File: config.mk
export PLATFORM = sky130hd
export DESIGN_NAME = sbc_host
export DESIGN_NICKNAME = d
export VERILOG_FILES = /design/src/rtl/sbc_pkg.sv /design/src/rtl/sbc_dev_port.sv /design/src/rtl/sbc_host.sv
export SDC_FILE = /design/constraint.sdc
export NUM_CORES = 1
export LEC_CHECK = 0
export BUFFER_PORTS_ARGS = -buffer_cell sky130_fd_sc_hd__buf_2
export CAP_MARGIN = 10
export CORE_MARGIN = 5
export CORE_UTILIZATION = 58
export CTS_BUF_LIST = sky130_fd_sc_hd__clkbuf_8
export DETAILED_ROUTE_END_ITERATION = 6
export PLACE_DENSITY_LB_ADDON = 0.05
export SYNTH_ARGS = -nofsm -noshare
export SYNTH_HDL_FRONTEND = slang
export SYNTH_SLANG_ARGS = --single-unit
File: constraint.sdc
create_clock -name clock -period 2.4 [get_ports clock]
set_input_delay 0 -clock clock [delete_from_list [all_inputs] [get_ports clock]]
set_output_delay 0 -clock clock [all_outputs]
set_load 0.02 [all_outputs]
File: src/rtl/sbc_pkg.sv
// package for the scsi bus controller host: device map, bit layout, timing
package sbc_pkg;
  // device register ports (3-bit chip address)
  localparam logic [2:0] DEV_OUT_DATA = 3'h0;
  localparam logic [2:0] DEV_INIT_CMD = 3'h1;
  localparam logic [2:0] DEV_OPERATING_CONTROL = 3'h2;
  localparam logic [2:0] DEV_TARGET_PHASE_COMMAND = 3'h3;
  localparam logic [2:0] DEV_LIVE_BUS_SIGNALS = 3'h4;
  localparam logic [2:0] DEV_SELECTION_ID_MASK = 3'h4;
  localparam logic [2:0] DEV_TRANSFER_STATUS_FLAGS = 3'h5;
  localparam logic [2:0] DEV_BEGIN_OUTBOUND = 3'h5;
  localparam logic [2:0] DEV_BEGIN_TARGET_INBOUND = 3'h6;
  localparam logic [2:0] DEV_BEGIN_INITIATOR_INBOUND = 3'h7;
  localparam logic [2:0] DEV_FLAG_CLEAR_PORT = 3'h7;
  // operating_control bits
  localparam int OC_BURST = 7;
  localparam int OC_TARGET = 6;
  localparam int OC_PAR_CHECK = 5;
  localparam int OC_PAR_IRQ = 4;
  localparam int OC_EOP_IRQ = 3;
  localparam int OC_MON_BUSY = 2;
  localparam int OC_DMA_EN = 1;
  localparam int OC_ARBITRATE = 0;
  // initiator command bits
  localparam int IC_DRIVE_DATA = 0;
  localparam int IC_ARB_IN_PROGRESS = 6;
  localparam int IC_LOST_ARB = 5;
  // target_phase_command bits
  localparam int TP_LAST_SENT = 7;
  localparam int TP_ASSERT_REQ = 3;
  localparam int TP_PHASE_LSB = 0;
  localparam int TP_PHASE_W = 3;
  // transfer_status_flags bits
  localparam int TS_END_DMA = 7;
  localparam int TS_DMA_REQ = 6;
  localparam int TS_PAR_ERR = 5;
  localparam int TS_IRQ = 4;
  localparam int TS_PHASE_MATCH = 3;
  localparam int TS_BUSY_ERR = 2;
  localparam int TS_ATN = 1;
  localparam int TS_ACK = 0;
  // live_bus_signals: phase field bits 4..2 are msg, c/d, i/o
  localparam int LB_IO = 2;
  localparam int LB_CD = 3;
  localparam int LB_MSG = 4;
  // phase encoding {i/o, c/d, msg}
  localparam logic [2:0] PH_DATA_OUT = 3'h0;
  localparam logic [2:0] PH_COMMAND = 3'h2;
  localparam logic [2:0] PH_MSG_OUT = 3'h3;
  localparam logic [2:0] PH_DATA_IN = 3'h4;
  localparam logic [2:0] PH_STATUS = 3'h6;
  localparam logic [2:0] PH_MSG_IN = 3'h7;
  // own apb register map (byte addresses)
  localparam logic [7:0] A_CTRL = 8'h00;
  localparam logic [7:0] A_MODE = 8'h04;
  localparam logic [7:0] A_PHASE = 8'h08;
  localparam logic [7:0] A_IDMASK = 8'h0c;
  localparam logic [7:0] A_ARBID = 8'h10;
  localparam logic [7:0] A_STATUS = 8'h14;
  localparam logic [7:0] A_BUSSTAT = 8'h18;
  localparam logic [7:0] A_FLAGS = 8'h1c;
  localparam logic [7:0] A_INITCMD = 8'h20;
  // ctrl command codes written to A_CTRL
  localparam logic [2:0] CMD_SEND = 3'h1;
  localparam logic [2:0] CMD_TGT_RECV = 3'h2;
  localparam logic [2:0] CMD_INI_RECV = 3'h3;
  localparam logic [2:0] CMD_ARBITRATE = 3'h4;
  localparam logic [2:0] CMD_ABORT = 3'h5;
  localparam logic [2:0] CMD_CLEAR = 3'h6;
  localparam logic [2:0] CMD_REFRESH = 3'h7;
  // timing (20 MHz clock)
  localparam int CLK_MHZ = 20;
  localparam int ARB_DELAY_NS = 2200;
  localparam int ARB_DELAY_CYC = (ARB_DELAY_NS * CLK_MHZ + 999) / 1000;
  localparam int STROBE_NS = 150;
  localparam int STROBE_CYC = (STROBE_NS * CLK_MHZ + 999) / 1000;
  localparam int CNT_W = 7;
endpackage

File: src/rtl/sbc_dev_port.sv
// one-access sequencer for the device's 8-bit register port
`timescale 1ns/1ps
module sbc_dev_port
  import sbc_pkg::*;
(
  // clock and reset
  input wire logic clock,
  input wire logic nrst,
  // request
  input wire logic reqValid,
  input wire logic reqWrite,
  input wire logic [2:0] reqAddr,
  input wire logic [7:0] reqData,
  output logic reqDone,
  output logic [7:0] rdData,
  // device pins
  output logic [2:0] devAddr,
  output logic devCsN,
  output logic devRdN,
  output logic devWrN,
  input wire logic [7:0] devDataIn,
  output logic [7:0] devDataOut,
  output logic devDataOe
);
  typedef enum logic [1:0] {P_IDLE, P_SETUP, P_STROBE, P_HOLD} sbc_port_e;
  sbc_port_e state_q;
  logic [CNT_W-1:0] cnt_q;
  logic writing_q;
  logic [7:0] rdData_q;
  logic strobeEnd;

  assign strobeEnd = (cnt_q == CNT_W'(STROBE_CYC - 1));
  assign devCsN = (state_q == P_IDLE);
  assign devRdN = !((state_q == P_STROBE) && !writing_q);
  assign devWrN = !((state_q == P_STROBE) && writing_q);
  assign devDataOe = (state_q != P_IDLE) && writing_q;
  assign reqDone = (state_q == P_HOLD);
  assign rdData = rdData_q;

  always_ff @(posedge clock or negedge nrst) begin
    if (!nrst) begin
      state_q <= P_IDLE;
      cnt_q <= '0;
      writing_q <= 1'b0;
      devAddr <= 3'h0;
      devDataOut <= 8'h00;
      rdData_q <= 8'h00;
    end else begin
      unique case (state_q)
        P_IDLE: begin
          if (reqValid) begin
            state_q <= P_SETUP;
            writing_q <= reqWrite;
            devAddr <= reqAddr;
            devDataOut <= reqData;
          end
        end
        P_SETUP: begin
          state_q <= P_STROBE;
          cnt_q <= '0;
        end
        P_STROBE: begin
          cnt_q <= cnt_q + CNT_W'(1);
          if (strobeEnd) begin
            state_q <= P_HOLD;
            // device read data is a pin input but stable well before strobe end
            if (!writing_q) begin
              rdData_q <= devDataIn;
            end
          end
        end
        P_HOLD: begin
          state_q <= P_IDLE;
          writing_q <= 1'b0;
        end
      endcase
    end
  end
endmodule // sbc_dev_port

File: src/rtl/sbc_host.sv
// host controller: apb registers in, device register sequencing out
// Behaviour
// RULE1 - set dma enable before start ports
// RULE2 - drive-data bit set for dma send
// RULE3 - role bit matches receive port written
// RULE4 - abort by clearing dma enable, no overlap
// RULE5 - load one id, set arbitrate, read flags (an id with more than one bit set is still loaded; only cmdErr is set)
// RULE6 - target command drives bus only as target
// RULE7 - phase encoding io cd msg
// RULE8 - initiator dma mismatch on req interrupts
// RULE9 - initiator send phase equals live lines
// RULE10 - top target command bit: last sent
// RULE11 - selection interrupt on masked id match
// RULE12 - end of dma flag on eop
// RULE13 - dma request bit mirrors pin
// RULE14 - parity flag cleared by clear port read
// RULE15 - interrupt bit equals irq pin
// RULE16 - phase match compares low three bits
// RULE17 - busy loss clears dma enable
// RULE18 - atn and ack at bits one, zero
// RULE19 - any start port write starts dma
// RULE20 - clear port read clears three flags
// RULE21 - bus free after 400 ns idle
// RULE22 - wait 2.2 us before arbitration check
// RULE23 - burst bit chooses byte end event
//
// Implementation choice: register access over APB.
`timescale 1ns/1ps
module sbc_host
  import sbc_pkg::*;
(
  // clock and reset
  input wire logic clock,
  input wire logic nrst,
  // apb slave
  input wire logic psel,
  input wire logic penable,
  input wire logic pwrite,
  input wire logic [7:0] paddr,
  input wire logic [31:0] pwdata,
  output logic [31:0] prdata,
  output logic pready,
  output logic pslverr,
  // device register port
  output logic [2:0] devAddr,
  output logic devCsN,
  output logic devRdN,
  output logic devWrN,
  input wire logic [7:0] devDataIn,
  output logic [7:0] devDataOut,
  output logic devDataOe,
  // device side-band pins
  input wire logic devIrq,
  input wire logic devDmaReq,
  // dma acknowledge, gated off during aborts
  input wire logic dmaAckIn,
  output logic dmaAckOut
);
  typedef enum logic [3:0] {
    S_IDLE, S_WR_MODE, S_WR_PHASE, S_WR_ICMD, S_WR_START, S_WR_ARBID, S_WR_ARB,
    S_ARB_WAIT, S_RD_ICMD, S_RD_BUS, S_RD_FLAGS, S_RD_CLEAR, S_WR_MASK
  } sbc_host_e;

  sbc_host_e state_q, state_d;
  logic [7:0] mode_q, phase_q, idMask_q, arbId_q;
  logic [7:0] busStat_q, flags_q, initCmd_q;
  logic [2:0] cmd_q;
  logic busy_q, cmdErr_q;
  logic [CNT_W-1:0] arbCnt_q;
  logic [2:0] irqSync_q, drqSync_q;
  logic irqPin, drqPin;
  logic irqPin_q, drqPin_q;
  logic reqValid, reqWrite, reqDone;
  logic [2:0] reqAddr;
  logic [7:0] reqData, rdData;
  logic apbAcc, apbWr, apbRd;
  logic wrCtrl, wrMode, wrPhase, wrMask, wrArbId;
  logic [2:0] newCmd;
  logic startCmd, roleOk, hasOneId, addrOk;
  logic [31:0] rdMux;

  function automatic logic oneHot(input logic [7:0] v);
    return (v != 8'h00) && ((v & (v - 8'h01)) == 8'h00);
  endfunction

  assign apbAcc = psel && penable;
  assign apbWr = apbAcc && pwrite;
  assign apbRd = apbAcc && !pwrite;
  assign pready = 1'b1;
  assign wrCtrl = apbWr && (paddr == A_CTRL);
  assign wrMode = apbWr && (paddr == A_MODE) && !busy_q;
  assign wrPhase = apbWr && (paddr == A_PHASE) && !busy_q;
  assign wrMask = apbWr && (paddr == A_IDMASK) && !busy_q;
  assign wrArbId = apbWr && (paddr == A_ARBID) && !busy_q;
  assign newCmd = pwdata[2:0];
  assign addrOk = (paddr == A_CTRL) || (paddr == A_MODE) || (paddr == A_PHASE) ||
                  (paddr == A_IDMASK) || (paddr == A_ARBID) || (paddr == A_STATUS) ||
                  (paddr == A_BUSSTAT) || (paddr == A_FLAGS) || (paddr == A_INITCMD);
  assign pslverr = apbAcc && !addrOk;
  assign irqPin = irqPin_q;
  assign drqPin = drqPin_q;
  // RULE3 role check
  assign roleOk = (cmd_q == CMD_TGT_RECV) ? mode_q[OC_TARGET] :
                  (cmd_q == CMD_INI_RECV) ? !mode_q[OC_TARGET] : 1'b1;
  // RULE5 one id only
  assign hasOneId = oneHot(arbId_q);
  assign startCmd = wrCtrl && !busy_q && (newCmd != 3'h0);
  // RULE23 dma_acknowledge passes through
  // RULE4 no dma_acknowledge to device while abort rewrites mode
  assign dmaAckOut = dmaAckIn && !(busy_q && (cmd_q == CMD_ABORT));

  always_comb begin
    unique case (paddr)
      A_CTRL: rdMux = {29'h0, cmd_q};
      A_MODE: rdMux = {24'h0, mode_q};
      A_PHASE: rdMux = {24'h0, phase_q};
      A_IDMASK: rdMux = {24'h0, idMask_q};
      A_ARBID: rdMux = {24'h0, arbId_q};
      A_STATUS: rdMux = {28'h0, drqPin, irqPin, cmdErr_q, busy_q};
      A_BUSSTAT: rdMux = {24'h0, busStat_q};
      A_FLAGS: rdMux = {24'h0, flags_q};
      A_INITCMD: rdMux = {24'h0, initCmd_q};
      default: rdMux = 32'h0;
    endcase
  end
  assign prdata = apbRd ? rdMux : 32'h0;

  // device access selection per state
  always_comb begin
    reqValid = 1'b1;
    reqWrite = 1'b1;
    reqAddr = DEV_OUT_DATA;
    reqData = 8'h00;
    unique case (state_q)
      S_WR_MODE: begin
        reqAddr = DEV_OPERATING_CONTROL;
        reqData = mode_q;
      end
      // RULE6 RULE7 target command
      S_WR_PHASE: begin
        reqAddr = DEV_TARGET_PHASE_COMMAND;
        reqData = phase_q;
      end
      // RULE2 drive data for send
      S_WR_ICMD: begin
        reqAddr = DEV_INIT_CMD;
        reqData = 8'h01 << IC_DRIVE_DATA;
      end
      // RULE19 data ignored on start
      S_WR_START: begin
        reqAddr = (cmd_q == CMD_SEND) ? DEV_BEGIN_OUTBOUND :
                  (cmd_q == CMD_TGT_RECV) ? DEV_BEGIN_TARGET_INBOUND :
                  DEV_BEGIN_INITIATOR_INBOUND;
        reqData = 8'h00;
      end
      S_WR_ARBID: begin
        reqAddr = DEV_OUT_DATA;
        reqData = arbId_q;
      end
      // RULE5 arbitrate bit
      S_WR_ARB: begin
        reqAddr = DEV_OPERATING_CONTROL;
        reqData = mode_q | (8'h01 << OC_ARBITRATE);
      end
      S_WR_MASK: begin
        reqAddr = DEV_SELECTION_ID_MASK;
        reqData = idMask_q;
      end
      S_RD_ICMD: begin
        reqWrite = 1'b0;
        reqAddr = DEV_INIT_CMD;
      end
      S_RD_BUS: begin
        reqWrite = 1'b0;
        reqAddr = DEV_LIVE_BUS_SIGNALS;
      end
      S_RD_FLAGS: begin
        reqWrite = 1'b0;
        reqAddr = DEV_TRANSFER_STATUS_FLAGS;
      end
      // RULE20 clear by read
      S_RD_CLEAR: begin
        reqWrite = 1'b0;
        reqAddr = DEV_FLAG_CLEAR_PORT;
      end
      default: begin
        reqValid = 1'b0;
        reqWrite = 1'b0;
      end
    endcase
  end

  // sequence of device accesses per command
  always_comb begin
    state_d = state_q;
    unique case (state_q)
      S_IDLE: begin
        if (startCmd) begin
          unique case (newCmd)
            // RULE1 dma enable first
            CMD_SEND, CMD_TGT_RECV, CMD_INI_RECV: state_d = S_WR_MODE;
            CMD_ARBITRATE: state_d = S_WR_ARBID;
            CMD_ABORT: state_d = S_WR_MODE;
            CMD_CLEAR: state_d = S_RD_CLEAR;
            default: state_d = S_WR_MASK;
          endcase
        end
      end
      S_WR_MODE: begin
        if (reqDone) begin
          if (cmd_q == CMD_ABORT) state_d = S_RD_FLAGS;
          else if (!roleOk) state_d = S_IDLE;
          else state_d = S_WR_PHASE;
        end
      end
      S_WR_PHASE: begin
        if (reqDone) begin
          state_d = (cmd_q == CMD_SEND) ? S_WR_ICMD : S_WR_START;
        end
      end
      S_WR_ICMD: if (reqDone) state_d = S_WR_START;
      S_WR_START: if (reqDone) state_d = S_RD_FLAGS;
      S_WR_ARBID: if (reqDone) state_d = S_WR_ARB;
      S_WR_ARB: if (reqDone) state_d = S_ARB_WAIT;
      // RULE22 arbitration delay
      S_ARB_WAIT: if (arbCnt_q == CNT_W'(ARB_DELAY_CYC - 1)) state_d = S_RD_ICMD;
      S_RD_ICMD: if (reqDone) state_d = S_RD_BUS;
      S_WR_MASK: if (reqDone) state_d = S_RD_BUS;
      S_RD_BUS: if (reqDone) state_d = S_RD_FLAGS;
      S_RD_CLEAR: if (reqDone) state_d = S_RD_FLAGS;
      S_RD_FLAGS: if (reqDone) state_d = S_IDLE;
      default: state_d = S_IDLE;
    endcase
  end

  always_ff @(posedge clock or negedge nrst) begin
    if (!nrst) begin
      state_q <= S_IDLE;
      irqSync_q <= 3'h0;
      drqSync_q <= 3'h0;
      irqPin_q <= 1'b0;
      drqPin_q <= 1'b0;
      arbCnt_q <= '0;
    end else begin
      state_q <= state_d;
      irqSync_q <= {irqSync_q[1:0], devIrq};
      drqSync_q <= {drqSync_q[1:0], devDmaReq};
      // a pin change counts only once the last two stages agree
      if (irqSync_q[2] == irqSync_q[1]) irqPin_q <= irqSync_q[2];
      if (drqSync_q[2] == drqSync_q[1]) drqPin_q <= drqSync_q[2];
      arbCnt_q <= (state_q == S_ARB_WAIT) ? arbCnt_q + CNT_W'(1) : '0;
    end
  end

  always_ff @(posedge clock or negedge nrst) begin
    if (!nrst) begin
      mode_q <= 8'h00;
      phase_q <= 8'h00;
      idMask_q <= 8'h00;
      arbId_q <= 8'h00;
      cmd_q <= 3'h0;
      busy_q <= 1'b0;
      cmdErr_q <= 1'b0;
    end else begin
      if (wrMode) mode_q <= pwdata[7:0];
      // RULE9 phase bits from software
      if (wrPhase) phase_q <= pwdata[7:0];
      if (wrMask) idMask_q <= pwdata[7:0];
      if (wrArbId) arbId_q <= pwdata[7:0];
      if (startCmd) begin
        cmd_q <= newCmd;
        busy_q <= 1'b1;
        cmdErr_q <= 1'b0;
        // RULE1 dma enable for starts
        if ((newCmd == CMD_SEND) || (newCmd == CMD_TGT_RECV) || (newCmd == CMD_INI_RECV)) begin
          mode_q[OC_DMA_EN] <= 1'b1;
        end
        // RULE4 abort clears enable
        if (newCmd == CMD_ABORT) mode_q[OC_DMA_EN] <= 1'b0;
        if ((newCmd == CMD_ARBITRATE) && !hasOneId) cmdErr_q <= 1'b1;
      end else if (busy_q && (state_d == S_IDLE)) begin
        busy_q <= 1'b0;
        if ((state_q == S_WR_MODE) && !roleOk) cmdErr_q <= 1'b1;
      end
      // RULE17 busy loss dropped enable in device
      if ((state_q == S_RD_FLAGS) && reqDone && rdData[TS_BUSY_ERR]) begin
        mode_q[OC_DMA_EN] <= 1'b0;
      end
    end
  end

  always_ff @(posedge clock or negedge nrst) begin
    if (!nrst) begin
      busStat_q <= 8'h00;
      flags_q <= 8'h00;
      initCmd_q <= 8'h00;
    end else if (reqDone) begin
      if (state_q == S_RD_BUS) busStat_q <= rdData;
      // RULE18 atn ack bits kept as read
      if (state_q == S_RD_FLAGS) flags_q <= rdData;
      // RULE5 arbitration result flags
      if (state_q == S_RD_ICMD) initCmd_q <= rdData;
    end
  end

  sbc_dev_port u_port (
    .clock(clock),
    .nrst(nrst),
    .reqValid(reqValid),
    .reqWrite(reqWrite),
    .reqAddr(reqAddr),
    .reqData(reqData),
    .reqDone(reqDone),
    .rdData(rdData),
    .devAddr(devAddr),
    .devCsN(devCsN),
    .devRdN(devRdN),
    .devWrN(devWrN),
    .devDataIn(devDataIn),
    .devDataOut(devDataOut),
    .devDataOe(devDataOe)
  );
endmodule // sbc_host

== Word-level counts from Yosys, hierarchy flattened ==
Cells that the tools add are included.

* Input port bits: 56
* Word-level logic and storage cells: 184
* Register bits: 109
* Output and inout port bits: 50

* $add $sub $neg: 3
* Bitwise logic cells: 2
* Reductions and logical operators: 74
* Equal/unequal tests: 39
* Multiplexer cells: 43

{| class="wikitable"
|+ Operator list
! cell !! number
|-
| 8-bit one-hot mux with 9 select lines || 1
|-
| 8-bit one-hot mux with 6 select lines || 1
|-
| 4-bit 2-to-1 mux || 11
|-
| 4-bit one-hot mux with 10 select lines || 1
|-
| 8-bit by 5-bit equality test with 1-bit output, second input constant || 4
|-
| 32-bit 2-to-1 mux || 1
|-
| 1-bit logical AND || 26
|-
| 3-bit one-hot mux with 7 select lines || 1
|-
| 4-bit equality test, second input constant || 5
|-
| 4-bit by 3-bit equality test with 1-bit output, second input constant || 4
|-
| 8-bit by 4-bit equality test with 1-bit output, second input constant || 2
|-
| 8-bit logical NOT || 2
|-
| 1-bit 2-to-1 mux || 16
|-
| 7-bit by 1-bit adder with 7-bit output, second input constant || 2
|-
| 7-bit one-hot mux with 2 select lines || 1
|-
| 2-bit AND reduction || 7
|-
| 3-bit by 2-bit equality test with 1-bit output, second input constant || 4
|-
| 3-bit equality test, second input constant || 4
|-
| 4-bit one-hot mux with 3 select lines || 1
|-
| 11-bit OR reduction || 1
|-
| 1-bit logical NOT || 10
|-
| 1-bit logical OR || 10
|-
| 2-bit 2-to-1 mux || 5
|-
| 2-bit nonzero test || 5
|-
| 27 further kinds || 36
|}

== Depth between registers and ports, before layout ==
Gate-level depths: netlist of the first run.

* Word-level depth: 11
* Depth in mapped cells: 9
* Depth with buffers taken out: 7

== By module ==
From an unflattened synthesis of the first run, not the netlist that was laid out.

* Cells, all modules: 551
* Area, all modules: 5,931.9 sq um

{| class="wikitable"
|+ By module, submodules not included
! module !! cells each !! times used !! area an instance (sq um) !! seq. area each (sq um)
|-
| sbc_host || 445 || 1 || 4,594.4 || 2,001.9
|-
| sbc_dev_port || 106 || 1 || 1,337.5 || 725.7
|}

== Worst setup path after synthesis of the first run ==
No wires, ideal clock.

* Path kind: reg2reg
* Start: reg arbCnt_q[0]
* End: reg busy_q
* Slack: 328 ps
* Setup time: 128 ps
* Required time: 2,272 ps
* Cell stages (with the launch flop): 8
* Path buffers: 0
* Arrival: 1,944 ps
* Period minus slack after synthesis: 2,072 ps
* Cell sequence: dfrtp_1 > ha_1 > nand2_1 > or4_1 > a221oi_1 > o211ai_1 > o41ai_1 > nand2_1

* Word-level cells in the longest chain between the ends: 6

{| class="wikitable"
|+ RTL lines
! element !! line !! source
|-
| from (decl) || sbc_host.sv:69 || <nowiki>logic [CNT_W-1:0] arbCnt_q;</nowiki>
|-
| from (signal assigned) || sbc_host.sv:251 || <nowiki>arbCnt_q <= (state_q == S_ARB_WAIT) ? arbCnt_q + CNT_W'(1) : '0;</nowiki>
|-
| 7-bit by 6-bit equality test with 1-bit output || sbc_host.sv:226 || <nowiki>S_ARB_WAIT: if (arbCnt_q == CNT_W'(ARB_DELAY_CYC - 1)) state_d = S_RD_ICMD;</nowiki>
|-
| 4-bit 2-to-1 mux || sbc_host.sv:226 ||
|-
| 4-bit one-hot mux with 10 select lines || sbc_host.sv:196 || <nowiki>unique case (state_q)</nowiki>
|-
| named net state_d[2] || sbc_host.sv:64 || <nowiki>sbc_host_e state_q, state_d;</nowiki>
|-
| 4-bit logical NOT || sbc_host.sv:281 || <nowiki>end else if (busy_q && (state_d == S_IDLE)) begin</nowiki>
|-
| 1-bit logical AND || sbc_host.sv:281 ||
|-
| 2-bit nonzero test (no line) || -- ||
|-
| to (signal assigned) || sbc_host.sv:262 || <nowiki>busy_q <= 1'b0;</nowiki>
|-
| to (signal assigned) || sbc_host.sv:272 || <nowiki>busy_q <= 1'b1;</nowiki>
|-
| to (signal assigned) || sbc_host.sv:282 || <nowiki>busy_q <= 1'b0;</nowiki>
|-
| to (decl) || sbc_host.sv:68 || <nowiki>logic busy_q, cmdErr_q;</nowiki>
|}

The timed path passes the listed nets, and every way through them passes these cells.
A chain may end at the register's enable or synchronous reset.

== Worst setup path in the final report of the first run ==
* Start: reg arbCnt_q[1]
* End: reg busy_q

Same word-level chain as after synthesis.

==> flow_summary.toml, run 1 <==
[worst_setup_path]
slowest_stage = "or4_1"
crit_path_frequent_cell = "nand2_1"
max_stage_delay_ns = 0.54
crit_path_end_kind = "register"
cp.depth = 7
critPathMaxFanout = 4
reg2reg_depth = 7
path_class = "reg2reg"
required_ns = 2.67
path_cells = "ha_2 > nand2_1 > or4_1 > a221oi_2 > o211ai_1 > o41ai_2 > nand2_1"
start_kind = "register"
path_buf_inv = 0
arrival_ns = 2.53
critPathTopFamily = "compound AO/OA/AOI/OAI gates"

[timing]
period_share_pct = 94.3
relSlewSlack_pct = 57.6
layout_setup_ws_ns = 0.137
totalNegativeSetupSlack_ns = 0
hold_viol = 0
period_needed_ns = 2.26
holdWs_ns = 0.0316
skew_ns = 0.00635
fmax_mhz = 442
final_max_slew_viol_count = 0
rsz0062_at_grt = "no"
setup_violations = 0
worst_pin_slew_ns = 0.634

[drt]
ant_nets = 0
first_iter_violations = 358
drc = 0
first_pass_iters = 6
vias_per_cell = 5.88
dr_total_vias = 4602
wire_per_inst_um = 18.7
routed_wirelength_um = 14600

[clocking]
clkSlewWorstSetupHoldPaths_ns = 0.10
cts_sinks = 109
htreeDepth = 3
cts_tree = "yes"
cts_buffers = 9
clock_latency_ns = 0.37
cts_max_path_buffers = 2
clockRootBuffer = "clkbuf_8"

[synth]
syn_inst = 560
async_flop_share_pct = 100
synth_area_mm2 = 0.00592
ys_seq_area_share_pct = 46.0
yosysUniqueCellTypes = 65
synth-seq-cells = 109
syn_avg_cell_area_um2 = 10.6
synth_ff_type = "dfrtp_1"
yosysWarnings = 0
synth_edf_count = 0

[job]
drv_cap = 0

[placement]
post-dp-hpwl_um = 10800
place_congestion = 0.969
place_ws_ns = 0.0349
numPortBuffers = 56

[grt]
grtUsageTotal_pct = 24.1
antenna_found_initial = 0
grt_max_degree = 48
grt_pass1_vias = 4610
overflow = 0
grt_pass1_wl_um = 24000

[outcome]
outcome = "finished, final reports clean"

[power_and_ir_drop]
sw_frac_of_total_pct = 34.9
ir_drop_uv = 738
p_int_uw = 3730
p_sw_uw = 2000
pwr_density_cell_mw_per_mm2 = 841
pwr-share-clk_pct = 21.2
power.total_uw = 5720
p_leak_uw = 0.00314
p_seq_share_pct = 44.4
comb_power_share_pct = 34.3

[floorplanning]
boundaryPins = 106
start_util_pct = 60.0
die_h_um = 111
core-area_mm2 = 0.00986
die_w_um = 111
die_area_mm2 = 0.0123
rows = 36

[hold_path]
min_path_type = "in2reg"
whs_path_depth = 3

[final_layout]
antenna_cells = 0
drive_gt1_share_pct = 29.4
final_util_pct = 69.0
layout.nets = 708
syn_to_final_growth_pct = 14.9
-- cells in the mapped netlist, drive strengths merged (3+ instances only) --
master | number | area [um^2]
nand2 | 39 | 154
nor3 | 11 | 75.1
nor2 | 35 | 148
inv | 19 | 71.3
clkinv | 3 | 11.3
a22oi | 8 | 60.1
nand3b | 7 | 65.1
or2 | 5 | 31.3
or4 | 3 | 26.3
nand3 | 11 | 55.1
o22ai | 6 | 37.5
nand4 | 7 | 43.8
nand2b | 6 | 37.5
a221oi | 8 | 70.1
a22o | 10 | 87.6
o21ai | 40 | 200
or3 | 9 | 56.3
dfrtp | 109 | 2730
mux2 | 72 | 841
nor2b | 4 | 25.0
buf | 37 | 258
clkbuf | 15 | 56.3
nor4 | 5 | 46.3
a21oi | 21 | 105
xor2 | 6 | 52.6
ha | 6 | 75.1
a222oi | 7 | 70.1
mux2i | 12 | 120
-- layer usage --
| metal | track usage (%) | part of all wire [%] | up-vias |
|---|---|---|---|
| met4 | 6.33 | 1.4 | 0 |
| met2 | 38.8 | 47 | 163 |
| met5 | 0 | 0 | - |
| met3 | 4.80 | 6.3 | 17 |
| met1 | 33.5 | 45 | 2257 |
| li1 | - | - | 2165 |
-- layout by cell type, fill, tap and decap left out, types with 7 or more instances in the layout --
master and count:
dfrtp_1 109, mux2_2 64, buf_2 55, o21ai_0 40, nand2_1 38, nor2_1 34
buf_4 29, conb_1 25, inv_1 21, a21oi_1 21, dlygate4sd3_1 19, mux2i_1 12
nand3_1 11, a22o_1 10, clkbuf_8 10, or3_1 9, a22oi_1 8, mux2_4 8
nor3_1 7, nand4_1 7, a221oi_1 7, a222oi_1 7
-- cell families (layout without fill, tap and decap cells) --
| family | Yosys count | in the layout | synth area share, % |
|---|---|---|---|
| flops | 109 | 109 | 46.0 |
| simple gates | 152 | 152 | 14.3 |
| fa+ha+maj | 8 | 8 | 1.61 |
| compound gates | 124 | 124 | 13.9 |
| mux | 84 | 84 | 16.2 |
| other cells | 2 | 25 | 0.127 |
| buf+inv | 74 | 141 | 6.70 |
| xor+xnor | 7 | 7 | 1.04 |
-- stage by stage --
step / std cells / area, um^2
global route: 783 / 6800
detailed placement: 748 / 6370
global placement: 748 / 6370
floorplan: 583 / 6010
CTS: 782 / 6770
finish: 783 / 6800
-- tightest hold or removal path, stage by stage --
cell and delay (ns):
buf_2 0.17, o21ai_0 0.11, a22oi_1 0.09
-- worst paths after layout --
check | to | slack [ns] | from
max in group asynchronous | arbId_q[5] | 1.47 | nrst
hold reg to reg | irqSync_q[1] | 0.36 | irqSync_q[0]
setup / recovery | busy_q | 0.14 | arbCnt_q[1]
min in group asynchronous | arbCnt_q[5] | 0.16 | nrst
setup reg to reg | busy_q | 0.14 | arbCnt_q[1]
hold / removal | mode_q[1] | 0.03 | pwdata[1]
-- flip-flops by register name, indices dropped and copies added, names as in the netlist --
| name | flops |
|---|---|
| u_port.state_q | 2 |
| irqSync_q | 3 |
| cmd_q | 3 |
| mode_q | 8 |
| u_port.cnt_q | 7 |
| drqPin | 1 |
| flags_q | 8 |
| busStat_q | 8 |
| busy_q | 1 |
| arbId_q | 8 |
| u_port.devAddr | 3 |
| phase_q | 8 |
| arbCnt_q | 7 |
| u_port.writing_q | 1 |
| drqSync_q | 3 |
| cmdErr_q | 1 |
| initCmd_q | 8 |
| u_port.rdData | 8 |
| irqPin | 1 |
| state_q | 4 |
| u_port.devDataOut | 8 |
| idMask_q | 8 |
-- cell type report --
type                            instances  area [um^2]
Fill cell                             770         3060
Multi-Input combinational cell        400         2910
Tap cell                              133          166
Timing Repair Buffer                  104          703
Clock buffer                           10          138
Sequential cell                       109         2730
Inverter                               22         82.6
Clock inverter                          5         76.3
-- power groups by stage --
stage | sequential, uW | combinational, uW | clock [uW]
6_report | 2540 | 1960 | 1220
5_1_grt | 2600 | 2160 | 1330
4_1_cts | 2540 | 1950 | 1250
3_5_place_dp | 2580 | 1900 | 0
3_3_place_gp | 2550 | 1860 | 0
2_1_floorplan | 2470 | 1400 | 0
-- what timing repair did --
action / 4_1_cts / 5_1_grt
setup buffers: 0 / 1
gates resized for setup: 0 / 5
endpoints found under the hold margin: 78 / 0
hold buffers: 19 / 0
endpoints found under the setup margin: 0 / 2
(Power assumes the default switching activity.)
==> run 2: changes to the inputs <==
Settings changed: GPL_TIMING_DRIVEN set to 0, PLACE_DENSITY set to 0.92, PLACE_DENSITY_LB_ADDON 0.05 to not set.
==> flow_summary.toml, run 2 (same netlist as run 1, synthesis figures left out) <==
[worst_setup_path]
critPathTopFamily = "simple AND/OR/NAND/NOR gates"
max_stage_delay_ns = 0.42
path_buf_inv = 2
slowest_stage = "dfrtp_1"
path_class = "reg2reg"
path_cells = "ha_1 > clkbuf_1 > nand3_1 > nor3_4 > buf_12 > mux2_2"
start_kind = "register"
critPathMaxFanout = 10
crit_path_end_kind = "register"
required_ns = 2.67
reg2reg_slack_ns = 0.08
arrival_ns = 2.59

[hold_path]
min_path_type = "in2reg"

[final_layout]
final_common_cell = "dfrtp_1"
final_util_pct = 70.4
antenna_cells = 0
layout.nets = 729
stdcell_count = 805
fillers = 729
syn_to_final_growth_pct = 17.2
drive_gt1_share_pct = 30.1
final_cell_mix = "dfrtp_1 (109), mux2_2 (64), buf_2 (56)"

[drt]
ant_nets = 0
dr_total_vias = 4825
routed_wirelength_um = 15000
drc = 0
vias_per_cell = 5.99
first_pass_iters = 7
first_iter_violations = 481
wire_per_inst_um = 18.6

[timing]
period_share_pct = 96.9
period_needed_ns = 2.32
relSlewSlack_pct = 47.7
layout_setup_ws_ns = 0.0756
hold_viol = 0
rsz0062_at_grt = "yes"
worst_pin_slew_ns = 0.778
skew_ns = 0.0113
final_max_slew_viol_count = 0
setup_violations = 0
fmax_mhz = 430

[grt]
grtUsageTotal_pct = 24.1
grt_max_degree = 64
grt_pass1_wl_um = 24000
overflow = 0
antenna_found_initial = 0
grt_pass1_vias = 4608

[job]
drv_cap = 0

[power_and_ir_drop]
pwr_density_cell_mw_per_mm2 = 823
p_int_uw = 3580
pwr-share-clk_pct = 19.9
p_seq_share_pct = 44.1
ir_drop_uv = 584
p_leak_uw = 0.00319
power.total_uw = 5710
comb_power_share_pct = 35.9
p_sw_uw = 2140
sw_frac_of_total_pct = 37.4

[placement]
post-dp-hpwl_um = 10900
place_congestion = 1.02
place_ws_ns = -0.0995
numPortBuffers = 52
dp.cells = 769

[clocking]
clockRootBuffer = "clkbuf_8"
clock_latency_ns = 0.38
cts_buffers = 9
cts_max_path_buffers = 2
cts_tree = "yes"
cts_sinks = 109
htreeDepth = 3
clkSlewWorstSetupHoldPaths_ns = 0.10

[floorplanning]
core-area_mm2 = 0.00986
boundaryPins = 106
rows = 36
die_area_mm2 = 0.0123
start_util_pct = 60.0
die_h_um = 111
die_w_um = 111

[outcome]
outcome = "finished, final reports clean"
==> run 2: cell count changes in the layout (fill, tap and decap cells not counted), moves of 2 or more <==
cell / delta
dlygate4sd3_1: -2
clkinvlp_4: +2
buf_6: +2
nor2_1: -2
clkbuf_1: +14
buf_1: +4
nor3_4: +2
nor2_4: +2
==> run 2: power by group through the flow <==
stage	Combinational [uW]	Sequential, uW	Clock (uW)
floorplan	1400	2470	0
global placement	1810	2500	0
detailed placement	1900	2540	0
CTS	1930	2510	1160
global route	2240	2570	1220
finish	2050	2520	1140
==> run 2: final cells by class <==
type	count	area, um^2	area share, %
multi-input cells	400	2950	42.5
plain buffers	52	315	4.54
clock inverters	7	72.6	1.05
clock buffers	9	124	1.78
inverters	22	86.3	1.24
well taps	133	166	2.40
flip-flops and latches	109	2730	39.3
repair buffers	73	495	7.14
==> run 2: what timing repair did <==
| item | 4_1_cts | 5_1_grt |
|---|---|---|
| buffers inserted | 0 | 3 |
| pin swaps | 0 | 2 |
| gates cloned | 0 | 0 |
| endpoints found under the hold margin | 81 | 0 |
| gates resized for setup | 1 | 14 |
| hold buffers | 17 | 0 |
| endpoints found under the setup margin | 25 | 37 |
==> run 2: path summary, 6_finish.rpt <==
path / start / to / cells after the start
hold / removal: pwdata[0] / state_q[1] / 2
max in group asynchronous: nrst / arbCnt_q[0] / 3
setup / recovery: u_port.state_q[1] / flags_q[7] / 6
hold reg to reg: irqSync_q[0] / irqSync_q[1] / 0
min in group asynchronous: nrst / u_port.rdData[0] / 2
setup reg to reg: u_port.state_q[1] / flags_q[7] / 6
==> run 2: metal layers <==
layer  GRT usage (%)  vias up  part of all wire (%)
met5               0        -                     0
met4            10.9        0                   2.6
met3            3.60       35                   8.7
met2            37.5      241                    47
met1            33.6     2337                    41
li1                -     2212                     -
==> run 2: worst register-to-register path, stage by stage, from the launching register on <==
cell	delay, ns
dfrtp_1	0.42
ha_1	0.23
clkbuf_1	0.40
nand3_1	0.36
nor3_4	0.30
buf_12	0.17
mux2_2	0.35
==> run 2: metrics by stage <==
| step | TNS [ns] | hold WS [ns] | cell area, um^2 |
|---|---|---|---|
| CTS | -1.64 | 0.0430 | 6850 |
| global placement | -1.14 | 0.108 | 6440 |
| detailed placement | -1.34 | 0.0436 | 6470 |
| floorplan | 0 | -0.296 | 6010 |
| finish | 0 | 0.0785 | 6940 |
| global route | -0.305 | 0.0974 | 6940 |
==> run 3: changes to the inputs <==
Settings changed: BUFFER_PORTS_ARGS -buffer_cell sky130_fd_sc_hd__buf_2 to -buffer_cell sky130_fd_sc_hd__buf_4.
==> flow_summary.toml, run 3 (same netlist as run 1, synthesis figures left out) <==
[timing]
holdWs_ns = 0.0531
layout_setup_ws_ns = 0.0779
setup_violations = 0
skew_ns = 0.0111
fmax_mhz = 431
final_max_slew_viol_count = 0
period_share_pct = 96.8
rsz0062_at_grt = "yes"
worst_pin_slew_ns = 0.787
hold_viol = 0
totalNegativeSetupSlack_ns = 0
relSlewSlack_pct = 47.1
period_needed_ns = 2.32

[worst_setup_path]
crit_path_end_kind = "register"
crit-reg2reg-capture = "busStat_q[7]"
start_kind = "register"
critPathMaxFanout = 10
arrival_ns = 2.60
path_class = "reg2reg"
required_ns = 2.68
reg2reg_slack_ns = 0.08
reg2reg_depth = 5
r2r_start = "u_port.state_q[1]"

[final_layout]
multiInputGateArea_mm2 = 0.00294
final_cell_mix = "dfrtp_1 (109), buf_4 (81), mux2_2 (64)"
syn_to_final_growth_pct = 18.8
final_common_cell = "dfrtp_1"
layout.nets = 729
antenna_cells = 0
stdcell_count = 805
drive_gt1_share_pct = 30.1
seqCellArea_mm2 = 0.00273
fillers = 696

[grt]
grtUsageTotal_pct = 24.1
grt_pass1_vias = 4813
grt_max_degree = 65
antenna_found_initial = 0
overflow = 0
grt_pass1_wl_um = 24400

[drt]
first_pass_iters = 5
drc = 0
dr_total_vias = 4872
vias_per_cell = 6.05
routed_wirelength_um = 14900
wire_per_inst_um = 18.5
first_iter_violations = 431
ant_nets = 0

[floorplanning]
die_area_mm2 = 0.0123
die_h_um = 111
start_util_pct = 60.0
core-area_mm2 = 0.00986
rows = 36
die_w_um = 111
boundaryPins = 106

[clocking]
cts_max_path_buffers = 2
cts_tree = "yes"
cts_buffers = 9
htreeDepth = 3
cts_sinks = 109
clockRootBuffer = "clkbuf_8"
clkSlewWorstSetupHoldPaths_ns = 0.11
clock_latency_ns = 0.38

[hold_path]
min_from = "pwdata[0]"
min_path_type = "in2reg"
whs_path_depth = 2
min_to = "state_q[1]"

[power_and_ir_drop]
power.total_uw = 5620
p_leak_uw = 0.00321
pwr_density_cell_mw_per_mm2 = 798
ir_drop_uv = 545

[placement]
post-dp-hpwl_um = 10800
place_ws_ns = -0.0851
dp.cells = 769
place_congestion = 1.04
numPortBuffers = 52

[job]
drv_cap = 0

[outcome]
outcome = "finished, final reports clean"
## run 3: cell types whose count changed in the layout (fill, tap and decap cells not counted), sizes merged
cell      before  now
buf           93   95
clkbuf        24   22
bufinv         1    0
clkinv         4    5
clkinvlp       2    1
inv           22   23
## run 3: layer usage
layer,global-route usage (%),part of all wire [%],up-vias
li1,-,-,2213
met5,0,0,-
met3,4.86,8.9,37
met2,38.8,47,259
met4,8.27,2.1,0
met1,32.8,42,2363
## run 3: power by group
group          switching (uW)  internal (uW)
sequential                293           2220
clock                     661            393
combinational            1150            900
## run 3: worst max-delay path: stages, from the launching register on
cell and delay, ns:
dfrtp_1 0.40, ha_1 0.21, buf_1 0.40, nand3_1 0.28, nor2_2 0.51, mux2_2 0.41
## run 3: cell type report
| type | instances | area share (%) |
|---|---|---|
| buffer | 51 | 4.43 |
| clock buffer | 9 | 1.76 |
| clock inverter | 7 | 0.818 |
| inverter | 22 | 1.17 |
| multi-input combinational | 400 | 41.7 |
| sequential | 109 | 38.8 |
| tap | 133 | 2.36 |
| timing repair buffer | 74 | 8.96 |
## run 3: worst max-delay path by stage
stage | start | slack [ns] | to
floorplan | arbCnt_q[0] | 0.33 | busy_q
global placement | state_q[0] | -0.41 | cmdErr_q
detailed placement | arbCnt_q[0] | -0.09 | busy_q
CTS | u_port.state_q[1] | -0.11 | flags_q[6]
global route | u_port.state_q[1] | -0.06 | busStat_q[7]
finish | u_port.state_q[1] | 0.08 | busStat_q[7]
## run 3: metrics by stage
step / area, um^2 / util [%]
3_3_place_gp: 6570 / 66.6
6_report: 7040 / 71.3
4_1_cts: 6970 / 70.7
5_1_grt: 7040 / 71.3
3_5_place_dp: 6600 / 66.9
2_1_floorplan: 6010 / -
## run 3: what timing repair did
action                                  CTS  global route
setup buffers                             0             4
resized for setup                         3             9
endpoints found under the setup margin   27            33
hold buffers                             17             0
pin swaps                                 0             2
hold endpoints to repair                 81             0
